$ cat config.mk
export PLATFORM = sky130hd
export DESIGN_NAME = rpd_sequencer
export DESIGN_NICKNAME = d
export VERILOG_FILES = /design/src/common/rpd_pkg.sv /design/src/core/rpd_sequencer.sv
export VERILOG_INCLUDE_DIRS = /design/src /design/src/common
export SDC_FILE = /design/constraint.sdc
export NUM_CORES = 1
export LEC_CHECK = 0
export ABC_AREA = 0
export BUFFER_PORTS_ARGS = -buffer_cell sky130_fd_sc_hd__clkbuf_2
export CORE_MARGIN = 8
export CORE_UTILIZATION = 61
export DETAILED_ROUTE_END_ITERATION = 7
export PLACE_DENSITY = 0.87
export SYNTH_ARGS = -nofsm -noshare
export SYNTH_HDL_FRONTEND = slang
export SYNTH_SLANG_ARGS = --single-unit
export TNS_END_PERCENT = 20
$ cat constraint.sdc
create_clock -name clk_sys -period 2.7 [get_ports clk_sys]
set_input_delay 0.27 -clock clk_sys [delete_from_list [all_inputs] [get_ports clk_sys]]
set_output_delay 0.27 -clock clk_sys [all_outputs]
set_load 0.05 [all_outputs]
$ cat src/common/rpd_regs.svh
// Timing counts and field positions for the reset and power-down sequencer
// ============================================================
// How it works
// - PHY runs energy-detect power-down only while its mode-control bit is one.
// - Powered down with no line energy, PHY keeps only management, squelch, energy logic.
// - Line energy wakes PHY, restores prior state and sets energy-on interrupt flag.
// - Energy-detected event raises a host interrupt when that interrupt is enabled.
// - First one or two packets arriving during wake-up may be dropped.
// - Pin, soft and PHY resets each reset their own set of sub-units.
// - Four reset sources: pin, device soft reset, two PHY soft reset bits.
// - Device soft reset leaves soft-reset-exempt control bits untouched.
// - After pin or soft reset, EEPROM probe runs; busy flag held until done.
// - After PHY reset, transmit waits until PHY link status is up again.
// - Ready rises about 22 ms after internal reset; host gives up at 100 ms.
// - Pin low starts hardware reset; ready reads zero until it completes.
// - Reset pin pulled high internally; unused pin means host soft resets.
// - After byte-test wake write, ready becomes one within 2 ms.
// - Device soft reset bit self-clears after about 2 us when done.
// - Power-management PHY reset bit self-clears after about 100 us when done.
// - PHY basic-control reset bit self-clears when the PHY reset completes.
`ifndef RPD_REGS_SVH
`define RPD_REGS_SVH

// ============================================================
// Clock and times
`define RPD_CLK_HZ 10_000_000
`define RPD_READY_DELAY_US 22_000
`define RPD_WAKE_DELAY_US 2_000
`define RPD_SOFT_RESET_NS 2_000
`define RPD_PHY_RESET_US 100
`define RPD_PHY_REG_RESET_US 100
`define RPD_EEPROM_PROBE_US 1_000
`define RPD_READY_CYC ((`RPD_READY_DELAY_US * (`RPD_CLK_HZ / 1_000_000)))
`define RPD_WAKE_CYC ((`RPD_WAKE_DELAY_US * (`RPD_CLK_HZ / 1_000_000)))
`define RPD_SOFT_CYC ((`RPD_SOFT_RESET_NS * (`RPD_CLK_HZ / 1_000_000) + 999) / 1_000)
`define RPD_PHY_CYC ((`RPD_PHY_RESET_US * (`RPD_CLK_HZ / 1_000_000)))
`define RPD_PHY_REG_CYC ((`RPD_PHY_REG_RESET_US * (`RPD_CLK_HZ / 1_000_000)))
`define RPD_EEPROM_CYC ((`RPD_EEPROM_PROBE_US * (`RPD_CLK_HZ / 1_000_000)))

// ============================================================
// Register bit positions
`define RPD_HARDWARE_CONFIG_REG_SOFT_RESET_BIT 0
`define RPD_PMT_PHY_RESET_BIT 10
`define RPD_PHY_BCR_RESET_BIT 15
`define RPD_PHY_BSR_LINK_BIT 2
`define RPD_PHY_MCSR_EDPD_BIT 13
`define RPD_PHY_INT_ENERGY_BIT 1
`define RPD_EEPROM_BUSY_BIT 31

`endif

$ cat src/common/rpd_pkg.sv
// Types shared by the reset and power-down sequencer
package rpd_pkg;

  // Main reset sequencer states
  typedef enum logic [2:0] {
    RPD_ST_PIN_RESET = 3'b000,
    RPD_ST_SOFT_RESET = 3'b001,
    RPD_ST_SETTLE = 3'b010,
    RPD_ST_READY = 3'b011,
    RPD_ST_SLEEP = 3'b100
  } rpd_state_t;

  // Per-subunit reset outputs
  typedef struct packed {
    logic pll;
    logic host_bus_interface;
    logic soft_reset_exempt;
    logic mac_interface_layer;
    logic mac;
    logic phy;
    logic eeprom_reload;
    logic strap_latch;
  } rpd_resets_t;

  // Host control strobes
  typedef struct packed {
    logic device_soft_reset_bit;
    logic pmt_phy_reset;
    logic phy_bcr_reset;
    logic byte_test_write;
    logic sleep_request;
  } rpd_host_cmd_t;

  // Status seen by the host
  typedef struct packed {
    logic ready;
    logic device_soft_reset_bit;
    logic pmt_phy_reset;
    logic phy_bcr_reset;
    logic eeprom_busy_flag;
    logic link_up;
    logic energy_on_irq_flag;
    logic irq;
  } rpd_status_t;

endpackage

$ cat src/core/rpd_sequencer.sv
// Reset source sequencing and PHY energy-detect power-down control
`timescale 1ns/10ps
`include "rpd_regs.svh"

module rpd_sequencer #(
  parameter int READY_CYC = `RPD_READY_CYC,
  parameter int WAKE_CYC = `RPD_WAKE_CYC,
  parameter int SOFT_CYC = `RPD_SOFT_CYC,
  parameter int PHY_CYC = `RPD_PHY_CYC,
  parameter int PHY_REG_CYC = `RPD_PHY_REG_CYC,
  parameter int EEPROM_CYC = `RPD_EEPROM_CYC
) (
  // Clock and reset
  input wire logic clk_sys,
  input wire logic resetn,
  // Reset pin, already synchronous
  input wire logic hw_reset_n_pin,
  // Host write strobes, one cycle each
  input wire rpd_pkg::rpd_host_cmd_t host_cmd,
  // Host control levels
  input wire logic edpd_enable,
  input wire logic energy_irq_enable,
  input wire logic energy_irq_clear,
  input wire logic tx_pending,
  // PHY line side
  input wire logic line_energy_present,
  input wire logic link_pulse_rx,
  input wire logic eeprom_present,
  // Subunit resets and power
  output rpd_pkg::rpd_resets_t resets,
  output logic phy_powered,
  output logic phy_tx_enable,
  output logic tx_start,
  output logic rx_drop,
  // Host status
  output rpd_pkg::rpd_status_t status
);
  import rpd_pkg::*;

  localparam int CW = 20;

  // ============================================================
  // State record
  typedef struct packed {
    rpd_state_t st;
    logic [CW-1:0] dev_cnt;
    logic [CW-1:0] phy_cnt;
    logic [CW-1:0] ee_cnt;
    logic soft_bit;
    logic pmt_phy_bit;
    logic bcr_phy_bit;
    logic ee_busy;
    logic phy_rst;
    logic phy_up;
    logic edpd_on;
    logic irq_flag;
    logic [1:0] drop_cnt;
    logic straps_done;
    rpd_resets_t rst;
  } rpd_regs_t;

  rpd_regs_t r;
  rpd_regs_t next_r;

  // Count load helper, truncated to counter width
  function automatic logic [CW-1:0] rpd_load(input int cycles);
    rpd_load = (cycles < 1) ? CW'(1) : CW'(cycles - 1);
  endfunction

  // ============================================================
  // Next-state logic
  always_comb begin
    next_r = r;
    next_r.rst = '0;
    // Pin reset drives every subunit while the pin is held low
    if (!hw_reset_n_pin) begin
      next_r.st = RPD_ST_PIN_RESET;
      next_r.rst = '1;
      next_r.soft_bit = 1'b0;
      next_r.pmt_phy_bit = 1'b0;
      next_r.bcr_phy_bit = 1'b0;
      next_r.dev_cnt = rpd_load(READY_CYC);
      next_r.ee_cnt = rpd_load(EEPROM_CYC);
      next_r.ee_busy = 1'b1;
      next_r.phy_up = 1'b0;
      next_r.phy_rst = 1'b1;
      next_r.irq_flag = 1'b0;
      next_r.straps_done = 1'b0;
    end else begin
      case (r.st)
        RPD_ST_PIN_RESET: begin
          // Straps are caught once, after the pin is released
          next_r.rst.strap_latch = !r.straps_done;
          next_r.straps_done = 1'b1;
          // Load the settle and probe timers here too, so a power-on reset waits as long as the pin
          next_r.dev_cnt = rpd_load(READY_CYC);
          next_r.ee_cnt = rpd_load(EEPROM_CYC);
          next_r.st = RPD_ST_SETTLE;
        end
        RPD_ST_SOFT_RESET: begin
          // Only bus interface, interface layer, MAC and EEPROM reload are held
          next_r.rst.host_bus_interface = 1'b1;
          next_r.rst.mac_interface_layer = 1'b1;
          next_r.rst.mac = 1'b1;
          next_r.rst.eeprom_reload = 1'b1;
          if (r.dev_cnt == '0) begin
            next_r.soft_bit = 1'b0;
            next_r.st = RPD_ST_READY;
          end else begin
            next_r.dev_cnt = r.dev_cnt - CW'(1);
          end
        end
        RPD_ST_SETTLE, RPD_ST_SLEEP: begin
          // Ready follows the settle or wake delay
          if (r.dev_cnt == '0) begin
            next_r.st = RPD_ST_READY;
          end else begin
            next_r.dev_cnt = r.dev_cnt - CW'(1);
          end
        end
        RPD_ST_READY: begin
          // Soft reset and sleep commands only act once ready
          if (host_cmd.device_soft_reset_bit) begin
            next_r.st = RPD_ST_SOFT_RESET;
            next_r.soft_bit = 1'b1;
            next_r.dev_cnt = rpd_load(SOFT_CYC);
            next_r.ee_cnt = rpd_load(EEPROM_CYC);
            next_r.ee_busy = 1'b1;
          end else if (host_cmd.sleep_request) begin
            next_r.st = RPD_ST_SLEEP;
            next_r.dev_cnt = rpd_load(WAKE_CYC);
          end
        end
        default: begin
          next_r.st = RPD_ST_PIN_RESET;
        end
      endcase
      // Sleep holds until the byte-test write starts the wake timer
      if (r.st == RPD_ST_SLEEP) begin
        next_r.dev_cnt = r.dev_cnt;
        next_r.st = host_cmd.byte_test_write ? RPD_ST_SETTLE : RPD_ST_SLEEP;
      end
      // EEPROM probe
      if (r.ee_busy && r.st != RPD_ST_SOFT_RESET) begin
        if (r.ee_cnt == '0 || !eeprom_present) begin
          next_r.ee_busy = 1'b0;
        end else begin
          next_r.ee_cnt = r.ee_cnt - CW'(1);
        end
      end
      // PHY soft resets, writes ignored outside the ready state
      if (r.st == RPD_ST_READY && !r.phy_rst) begin
        if (host_cmd.pmt_phy_reset) begin
          next_r.pmt_phy_bit = 1'b1;
          next_r.phy_rst = 1'b1;
          next_r.phy_cnt = rpd_load(PHY_CYC);
        end else if (host_cmd.phy_bcr_reset) begin
          next_r.bcr_phy_bit = 1'b1;
          next_r.phy_rst = 1'b1;
          next_r.phy_cnt = rpd_load(PHY_REG_CYC);
        end
      end
      if (r.phy_rst) begin
        next_r.rst.phy = 1'b1;
        next_r.phy_up = 1'b0;
        if (r.phy_cnt == '0) begin
          next_r.phy_rst = 1'b0;
          next_r.pmt_phy_bit = 1'b0;
          next_r.bcr_phy_bit = 1'b0;
        end else begin
          next_r.phy_cnt = r.phy_cnt - CW'(1);
        end
      end else if (link_pulse_rx) begin
        next_r.phy_up = 1'b1;
      end
      // Energy-detect power-down; wake on line energy
      if (!edpd_enable) begin
        next_r.edpd_on = 1'b0;
      end else if (!line_energy_present) begin
        next_r.edpd_on = 1'b1;
      end else if (r.edpd_on) begin
        next_r.edpd_on = 1'b0;
        next_r.drop_cnt = 2'd2;
      end
      if (r.drop_cnt != 2'd0 && link_pulse_rx) begin
        next_r.drop_cnt = r.drop_cnt - 2'd1;
      end
      // Energy-on flag: set wins over clear
      if (r.edpd_on && edpd_enable && line_energy_present) begin
        next_r.irq_flag = 1'b1;
      end else if (energy_irq_clear) begin
        next_r.irq_flag = 1'b0;
      end
    end
  end

  // ============================================================
  // State register
  always_ff @(posedge clk_sys or negedge resetn) begin
    if (!resetn) begin
      r <= '{st: RPD_ST_PIN_RESET, dev_cnt: '0, phy_cnt: '0, ee_cnt: '0, soft_bit: 1'b0,
             pmt_phy_bit: 1'b0, bcr_phy_bit: 1'b0, ee_busy: 1'b1, phy_rst: 1'b1, phy_up: 1'b0,
             edpd_on: 1'b0, irq_flag: 1'b0, drop_cnt: 2'd0, straps_done: 1'b0, rst: '1};
    end else begin
      r <= next_r;
    end
  end

  // ============================================================
  // Outputs
  assign resets = r.rst;
  assign phy_powered = !r.edpd_on;
  assign phy_tx_enable = !r.edpd_on && !r.phy_rst;
  assign tx_start = tx_pending && r.phy_up && !r.edpd_on;
  assign rx_drop = r.drop_cnt != 2'd0;

  // Host-visible status; ready reads zero while any device reset runs
  always_comb begin
    status.ready = (r.st == RPD_ST_READY);
    status.device_soft_reset_bit = r.soft_bit;
    status.pmt_phy_reset = r.pmt_phy_bit;
    status.phy_bcr_reset = r.bcr_phy_bit;
    status.eeprom_busy_flag = r.ee_busy;
    status.link_up = r.phy_up;
    status.energy_on_irq_flag = r.irq_flag;
    status.irq = r.irq_flag && energy_irq_enable;
  end
endmodule

## Word-level counts from Yosys, hierarchy flattened

Cells that the tools add are included.

| storage, ports and cells | value |
|---|---|
| input port bits | 15 |
| output and inout port bits | 20 |
| memory bits (writable) | 0 |
| memories | 0 |
| word-level logic and storage cells | 125 |
| register bits after elaboration | 81 |
| latch bits | 0 |
| ROM bits | 0 |

| cells by class | value |
|---|---|
| div/mod/pow operators | 0 |
| $add $sub $neg | 4 |
| equality and inequality tests | 17 |
| bitwise gates (word level) | 0 |
| muxes and demuxes | 56 |
| magnitude comparators | 0 |
| shift operators | 0 |
| multiply operators | 0 |
| reductions and logical operators | 27 |

Operator list:

| cell | count |
|---|---|
| 20-bit two-way mux | 8 |
| 23-bit two-way mux | 4 |
| 20-bit logical NOT | 3 |
| 20-bit case mux with 3 select lines | 1 |
| 20-bit by 1-bit subtractor with 20-bit output (second input constant) | 3 |
| 20-bit case mux with 2 select lines | 1 |
| 1-bit two-way mux | 27 |
| 26-bit two-way mux | 1 |
| 21-bit two-way mux | 1 |
| 2-bit two-way mux | 8 |
| 3-bit by 1-bit inequality test with 1-bit output (second input constant) | 4 |
| 1-bit logical AND | 9 |
| 3-bit inequality test (second input constant) | 3 |
| 3-bit case mux with 3 select lines | 1 |
| 4-bit by 2-bit inequality test with 1-bit output (second input constant) | 2 |
| 4-bit AND reduction | 2 |
| 2-bit nonzero test | 4 |
| 3-bit by 2-bit == test with 1-bit output (second input constant) | 2 |
| 3-bit two-way mux | 2 |
| 5-bit two-way mux | 1 |
| 5-bit by 4-bit inequality test with 1-bit output (second input constant) | 1 |
| 1-bit logical NOT | 4 |
| 4-bit inequality test (second input constant) | 1 |
| 3-bit by 1-bit == test with 1-bit output (second input constant) | 1 |
| other kinds (10) | 10 |

## Depth between registers and ports, before layout

Gate-level depths: netlist of run 1.

| logic depth | value |
|---|---|
| depth in word-level cells | 6 |
| depth in mapped cells | 9 |
| mapped depth without buffers | 7 |

## Worst setup path after synthesis of run 1

OpenSTA, ideal clock, no wires.

| timing | value |
|---|---|
| path type | flip-flop to flip-flop |
| from | reg r[39] in the netlist's numbering |
| to | reg r (netlist bit status[4]) |
| path buffers | 1 |
| setup slack | 0.251 ns |
| data required time | 2.581 ns |
| library setup time | 0.119 ns |
| data arrival time | 2.330 ns |
| clock period less this slack | 2.449 ns |
| cell stages (with the launch flop) | 9 |
| path through | dfrtp_1 inv_1 ha_1 or3b_2 or2_2 clkbuf_1 or4_4 o2bb2ai_1 and2_1 |

RTL lines:

| what | RTL line | RTL |
|---|---|---|
| start, declared | rpd_sequencer.sv:62 | `rpd_regs_t r;` |
| start signal, assigned | rpd_sequencer.sv:201 | `r <= '{st: RPD_ST_PIN_RESET, dev_cnt: '0, phy_cnt: '0, ee_cnt: '0, soft_bit: 1'b0,` |
| start signal, assigned | rpd_sequencer.sv:205 | `r <= next_r;` |

## Worst setup path after layout of run 1

| timing | value |
|---|---|
| from | reg r[39] in the netlist's numbering |
| to | reg r[54] in the netlist's numbering |

| on the way | value |
|---|---|
| longest elaborated chain between the ends | 3 |
| elaborated cells between the ends (all ways) | 4 |
| classes of those cells | add/sub (1); mux (2); reduce/logical (1) |

Ends and longest elaborated chain:

| what | RTL line | RTL |
|---|---|---|
| 20-bit by 1-bit subtractor with 20-bit output or 20-bit logical NOT (tied branches) | rpd_sequencer.sv:171, rpd_sequencer.sv:166 |  |
| 20-bit two-way mux (*) | rpd_sequencer.sv:166 | `if (r.phy_cnt == '0) begin` |
| 20-bit two-way mux (*) | rpd_sequencer.sv:163 | `if (r.phy_rst) begin` |

Mark *: on every way between the ends. The rest lies on a longest branch, timed or not.
A chain may end at the register's enable or synchronous reset.

==> out/metrics.yaml, run 1 <==
die:
  num_io_pins: 35
  dieArea_um2: 11000
  initial_core_util: 0.624
  die_h_um: 105
  core_area_um2: 7690
  die_width_um: 105
  num_rows: 32
routing:
  viasPerCell: 6.77
  num_vias: 4653
  ant_nets: 0
  routedWlPerCell_um: 18.2
  drc: 0
  drtIter0Drc: 414
  firstDrtPassIters: 5
  drt_wl_total_um: 12500
yosys:
  yosysWarnings: 0
  syn_inst: 552
  synth-main-ff-cell: "dfrtp_1"
  synth-edff-count: 0
  syn_avg_cell_area_um2: 8.69
  synth-seq-cells: 78
  synth_top_area_cell: "dfrtp_1"
  synth_area_leaders: "dfrtp_1 38%, o31ai_1 3.9%, a31oi_1 3.4%"
  synth_area_um2: 4800
  syn-num-nets: 573
  yosys.cell_types.count: 69
  yosysSeqAreaShare: 0.408
  synth_top_cell_area_share: 0.375
  synthArstFlopShare: 1.00
finish:
  instances_no_fill: 687
  drive_above_1_share: 0.164
  nFillCells: 613
  n_antenna_cell: 0
  nets: 601
  synthToLayoutAreaGrowth_pct: 9.54
global_routing:
  antenna_found_initial: 0
  grt_overflow: 0
  grt_pass1_wl_um: 21000
  grt_pass1_vias: 4540
  grtUsageTotal: 0.227
  grt_max_degree: 79
timing:
  setup_viol: 0
  hold_violations: 0
  fin_crit_ns: 2.63
  finalCritPeriodShare: 0.975
  tightest_slew_ns: 0.959
  fin_setup_tns_ns: 0
  maxSlewHeadroom: 0.360
  holdWs_ns: 0.0539
  worst_slack_ns: 0.0666
  finalClockSkew_ns: 0.00678
  rsz0062_at_grt: "false"
  fmaxAchievable_ghz: 0.380
  maxSlewViolCount: 0
power:
  p_seq_frac: 0.409
  p_sw_uw: 1680
  clock_power_share: 0.214
  combPwrFrac: 0.376
  p_leak_uw: 0.00222
  power.density_nw_per_um2: 744
  switching_share: 0.429
  ir_worst_vdd_v: 0.000660
  p_int_uw: 2230
critical_path:
  cp-endpoint: "r[54]"
  cp_data_arrival_time_ns: 2.86
  critPathLaunchType: "register"
  cp-end-kind: "register"
  critPathKind: "register to register"
  r2r-end: "r[54]"
  r2r_slack_ns: 0.07
  crit_fanout: 5
  reg2regPathDepth: 7
  cp-startpoint: "r[39]"
  crit_required_ns: 2.93
  r2r-start: "r[39]"
clocking:
  clockRootBuffer: "clkbuf_8"
  cts.sinks: 78
  clkLatencyLatePin_ns: 0.36
  cts_made_buffers: 9
  cts.clk_slew.worst_paths_ns: 0.09
  cts_htree_levels: 3
  tritoncts: "done"
  cts_setup_buffers: 0
  hold_buffers: 0
  cts_buffer_depth: 2
placed_design:
  gp_congestion: 0.978
  dp_cells: 671
  io_buffers: 34
  place_ws_ns: 0.155
  hpwl_um: 8710
run:
  drv_cap: 0
worst_hold_path:
  hp-class: "primary input to async pin"
outcome:
  status: "finished clean"
==> how the worst min path moves through the flow <==
| stage | from | endpoint | cells after the start |
|---|---|---|---|
| 3_5_place_dp | r[8] | resets[0] | 1 |
| 4_1_cts | resetn | r[10] | 1 |
| 6_report | resetn | r[10] | 1 |
| 3_3_place_gp | r[8] | resets[0] | 1 |
| 2_1_floorplan | resetn | r[10] | 0 |
| 5_1_grt | line_energy_present | r[12] | 2 |
==> kinds of logic (layout without fill, tap and decap cells) <==
logic type	count (synthesis)	after routing	synth area share
XOR/XNOR	4	4	0.00730
buffers and inverters	69	102	0.0660
flip-flops	78	78	0.408
adder cells (fa/ha/maj)	7	7	0.0177
AND/OR/NAND/NOR	218	218	0.251
AO/OA/AOI/OAI	173	173	0.243
multiplexers	3	3	0.00652
==> cell usage after synthesis (3+ instances only) <==
cell	count
a21o_1	4
a21oi_1	28
a22oi_1	3
a31oi_1	26
and2_1	9
and3_1	8
and4_1	4
buf_1	3
buf_2	4
buf_4	14
clkbuf_1	21
dfrtp_1	72
dfstp_2	6
ha_1	6
inv_1	27
nand2_1	31
nand2b_1	7
nand3_1	27
nand3b_1	5
nand4_1	7
nand4b_1	3
nor2_1	40
nor3_1	30
nor4_1	13
o211ai_1	8
o21a_1	4
o21ai_0	28
o21ai_1	3
o22ai_1	5
o2bb2ai_1	7
o31ai_1	25
o41ai_1	6
or2_2	4
or3_1	9
or4_1	5
or4_4	3
xnor2_1	3
==> layer usage <==
layer / vias up / routed length [um] / GRT usage
met5: - / 0 / 0
met2: 265 / 5560 / 0.351
li1: 2147 / - / -
met1: 2194 / 5410 / 0.301
met3: 47 / 1110 / 0.0375
met4: 0 / 435 / 0.120
==> layout make-up <==
cell class / count / area [um^2] / area share
clock buffer: 9 / 124 / 0.0236
tap: 102 / 128 / 0.0243
sequential: 78 / 1960 / 0.373
inverter: 27 / 101 / 0.0193
multi-input combinational: 405 / 2530 / 0.481
timing repair buffer: 59 / 360 / 0.0685
clock inverter: 7 / 57.6 / 0.0109
==> power by group through the flow <==
stage | Clock (uW) | Sequential, uW | Combinational [uW]
global route | 890 | 1630 | 1610
CTS | 842 | 1590 | 1450
finish | 838 | 1600 | 1470
detailed placement | 0 | 1610 | 1440
floorplan | 0 | 1510 | 1140
global placement | 0 | 1600 | 1400
==> stage by stage <==
step / total power [uW] / cell area [um^2] / util
floorplan: 2650 / 4800 / -
global placement: 3000 / 5070 / 0.660
detailed placement: 3050 / 5070 / 0.660
CTS: 3880 / 5250 / 0.683
global route: 4130 / 5260 / 0.684
finish: 3910 / 5260 / 0.684
==> registers in the layout, summed over array words and instances (netlist names) <==
| name | count |
|---|---|
| r | 68 |
| status | 6 |
| resets | 4 |
==> timing repair <==
action,in CTS,in global routing
endpoints found under the hold margin,0,0
endpoints found under the setup margin,0,7
resized for setup,0,1
==> critical path: stages, from the launching register on <==
cell     delay, ns
dfrtp_1       0.43
inv_1         0.08
ha_1          0.18
or3b_2        0.51
or4b_1        0.61
o21ai_0       0.47
a21o_1        0.14
a31oi_1       0.08
==> layout by cell type, fill, tap and decap left out, types with 13 or more instances in the layout <==
| cell | netlist | layout |
|---|---|---|
| dfrtp_1 | 72 | 72 |
| inv_1 | 27 | 27 |
| nor2_1 | 40 | 40 |
| o31ai_1 | 25 | 25 |
| clkbuf_2 | 0 | 33 |
| nand3_1 | 27 | 27 |
| o21ai_0 | 28 | 28 |
| a21oi_1 | 28 | 28 |
| nand2_1 | 31 | 31 |
| nor4_1 | 13 | 13 |
| a31oi_1 | 26 | 26 |
| nor3_1 | 30 | 30 |
| buf_4 | 14 | 26 |
(Power assumes the default switching activity.)
==> run 2, diff against run 1 <==
CORE_UTILIZATION = 55   (was 61)
PLACE_DENSITY = 0.83   (was 0.87)
RECOVER_POWER = 100   (was unset)
clock period = 2.3 ns   (was 2.7 ns; I/O delays follow)
==> run 2 against run 1 <==
Compared with the run above: the flow now finishes with violations (setup timing); first-iteration DRC count increased by 12%; via count is 6.6% higher; non-clock buffer count increased by 57; total power increased by 23%; worst hold slack better by 0.030 ns; sequential power increased by 16%; clock skew grew 0.0023 ns; sequential cell count unchanged; clock power is 11% higher; final area increased by 10%; die area is 9.2% higher; combinational power is 38% higher; critical path type unchanged; largest cell class unchanged; largest power group is now combinational cells.
==> out/metrics.yaml, run 2 (synthesis results as in run 1) <==
global_routing:
  grt_max_degree: 48  # -39%
  grt_pass1_wl_um: 22700  # +7.7%
  grt_use_met3: 0.0422  # +0.00473
  use_met2: 0.377  # +0.0257
  grt_pass1_vias: 4789  # +5.5%
  antenna_found_initial: 0  # unchanged
  busiest_layer: "met2"
  grtUsageTotal: 0.232  # +0.00492
  met1_usage: 0.300  # -0.000874
  grt_overflow: 0  # unchanged
routing:
  viasPerCell: 6.61  # -2.4%
  routedWlPerCell_um: 18.7  # +2.4%
  num_vias: 4959  # +6.6%
  firstDrtPassIters: 5  # unchanged
  drtIter0Drc: 465  # +12%
  ant_nets: 0  # unchanged
  drc: 0  # unchanged
  drt_wl_total_um: 14000  # +12%
timing:
  fmaxAchievable_ghz: 0.422  # +11%
  rsz0062_at_grt: "true"
  worst_slack_ns: -0.0706  # -0.137 ns
  setup_viol: 7  # +7
  hold_violations: 0  # unchanged
  finalCritPeriodShare: 1.03  # +0.0554
  finalClockSkew_ns: 0.00911  # +0.00233 ns
  tightest_slew_ns: 1.14  # +0.179 ns
  fin_crit_ns: 2.37  # -0.263 ns
  fin_setup_tns_ns: -0.257  # -0.257 ns
  maxSlewHeadroom: 0.241  # -0.120
  maxSlewViolCount: 0  # unchanged
critical_path:
  cp_data_arrival_time_ns: 2.59  # -0.27 ns
  critPathLaunchType: "register"
  cpPeakStageDelay_ns: 0.54  # -0.07 ns
  cp-end-kind: "register"
  crit_fanout: 5  # unchanged
  critPathKind: "register to register"
  crit_required_ns: 2.52  # -0.41 ns
  crit_top_cell: "a31oi_1"
  path_cells: "inv_2 -> ha_4 -> or3b_4 -> buf_4 -> or2_4 -> or4_4 -> a31oi_1 -> a31oi_1"
  worst_path_max_delay_cell: "or4_4"
finish:
  final_util: 0.673  # -0.0108
  layout_common_cells: "72 x dfrtp_1, 62 x buf_4, 39 x nor2_1"
  synthToLayoutAreaGrowth_pct: 20.5
  drive_above_1_share: 0.234  # +0.0695
  largest_reg_flops: 68  # unchanged
  n_antenna_cell: 0  # unchanged
  final_common_cell: "dfrtp_1"
  nets: 658  # +9.5%
  top_register: "r"
die:
  die_width_um: 109  # +4.5%
  dieArea_um2: 12000  # +9.2%
  initial_core_util: 0.559  # -0.0658
  num_io_pins: 35  # unchanged
  die_h_um: 109  # +4.5%
  core_area_um2: 8590  # +12%
  num_rows: 34  # +6.3%
outcome:
  status: "finished, violations left"
  violations: "setup timing"
clocking:
  cts_made_buffers: 9  # unchanged
  clockRootBuffer: "clkbuf_8"
  cts.sinks: 78  # unchanged
  cts.clk_slew.worst_paths_ns: 0.09  # about the same
  clkLatencyLatePin_ns: 0.35  # about the same
  cts_buffer_depth: 2  # unchanged
  cts_htree_levels: 3  # unchanged
  tritoncts: "done"
power:
  finalPower_uw: 4820  # +23%
  p_leak_uw: 0.00244  # +9.9%
  ir_worst_vdd_v: 0.000615  # -6.8%
  power.density_nw_per_um2: 834  # +12%
placed_design:
  place_ws_ns: -0.148  # -0.303 ns
  gp_congestion: 0.985  # +0.79%
  io_buffers: 34  # unchanged
  hpwl_um: 9640  # +11%
worst_hold_path:
  hp-class: "primary input to register"
run:
  drv_cap: 0  # unchanged
[run 2: cell count changes in the layout (fill, tap and decap cells not counted), moves of 4 or more]
cell	delta
buf_4	+36
clkbuf_1	+26
clkbuf_2	-13
o21ai_0	-4
[run 2: timing repair]
action                                  4_1_cts  5_1_grt
gates resized for setup                      15       29
endpoints found under the setup margin       29       38
hold endpoints to repair                     41        0
hold buffers                                  1        0
pin swaps                                     5        9
setup buffers                                 4        3
[run 2: final cells by class]
type	instances	area, um^2
clock buffer	9	124
fill	712	2810
timing repair buffer	116	734
sequential	78	1960
clock inverter	7	48.8
tap	108	135
multi-input combinational	405	2680
inverter	27	101
[run 2: path summary, 6_finish.rpt]
| path | from | endpoint | slack [ns] | depth (start not counted) |
|---|---|---|---|---|
| worst max-delay path | r[40] | r[58] | -0.07 | 8 |
| worst min-delay path | line_energy_present | r[12] | 0.08 | 2 |
| worst max register to register | r[40] | r[58] | -0.07 | 8 |
| worst min register to register | r[8] | resets[0] | 0.44 | 1 |
| max in group asynchronous | resetn | r[65] | 0.34 | 3 |
| min in group asynchronous | resetn | r[12] | 0.64 | 2 |
[run 2: power breakdown]
part	switching (uW)	internal, uW	leakage, uW
registers	264	1600	0.000930
logic	1250	781	0.00142
clock network	536	394	0.0000894
total	2050	2770	0.00244
[run 2: metrics by stage]
step / hold slack (ns) / std cells / cell area [um^2]
after CTS: 0.0736 / 747 / 5750
after floorplan: -0.0656 / 552 / 4820
after global placement: 0.277 / 726 / 5470
after detailed placement: 0.281 / 726 / 5470
after global routing: 0.0705 / 750 / 5780
final: 0.0838 / 750 / 5780
[run 2: critical path, delay by kind of cell, from the launching register on]
kind	cells	cell delay, ns
adders and majority gates	1	0.13
and+or+nand+nor	3	1.19
DFF	1	0.39
buffers and inverters	2	0.23
AOI/OAI and AO/OA	2	0.29
[run 2: per-layer routing]
metal | vias up | wire length, um
met3 | 30 | 1070
met5 | - | 0
met2 | 239 | 6610
met4 | 0 | 296
li1 | 2257 | -
met1 | 2433 | 6030
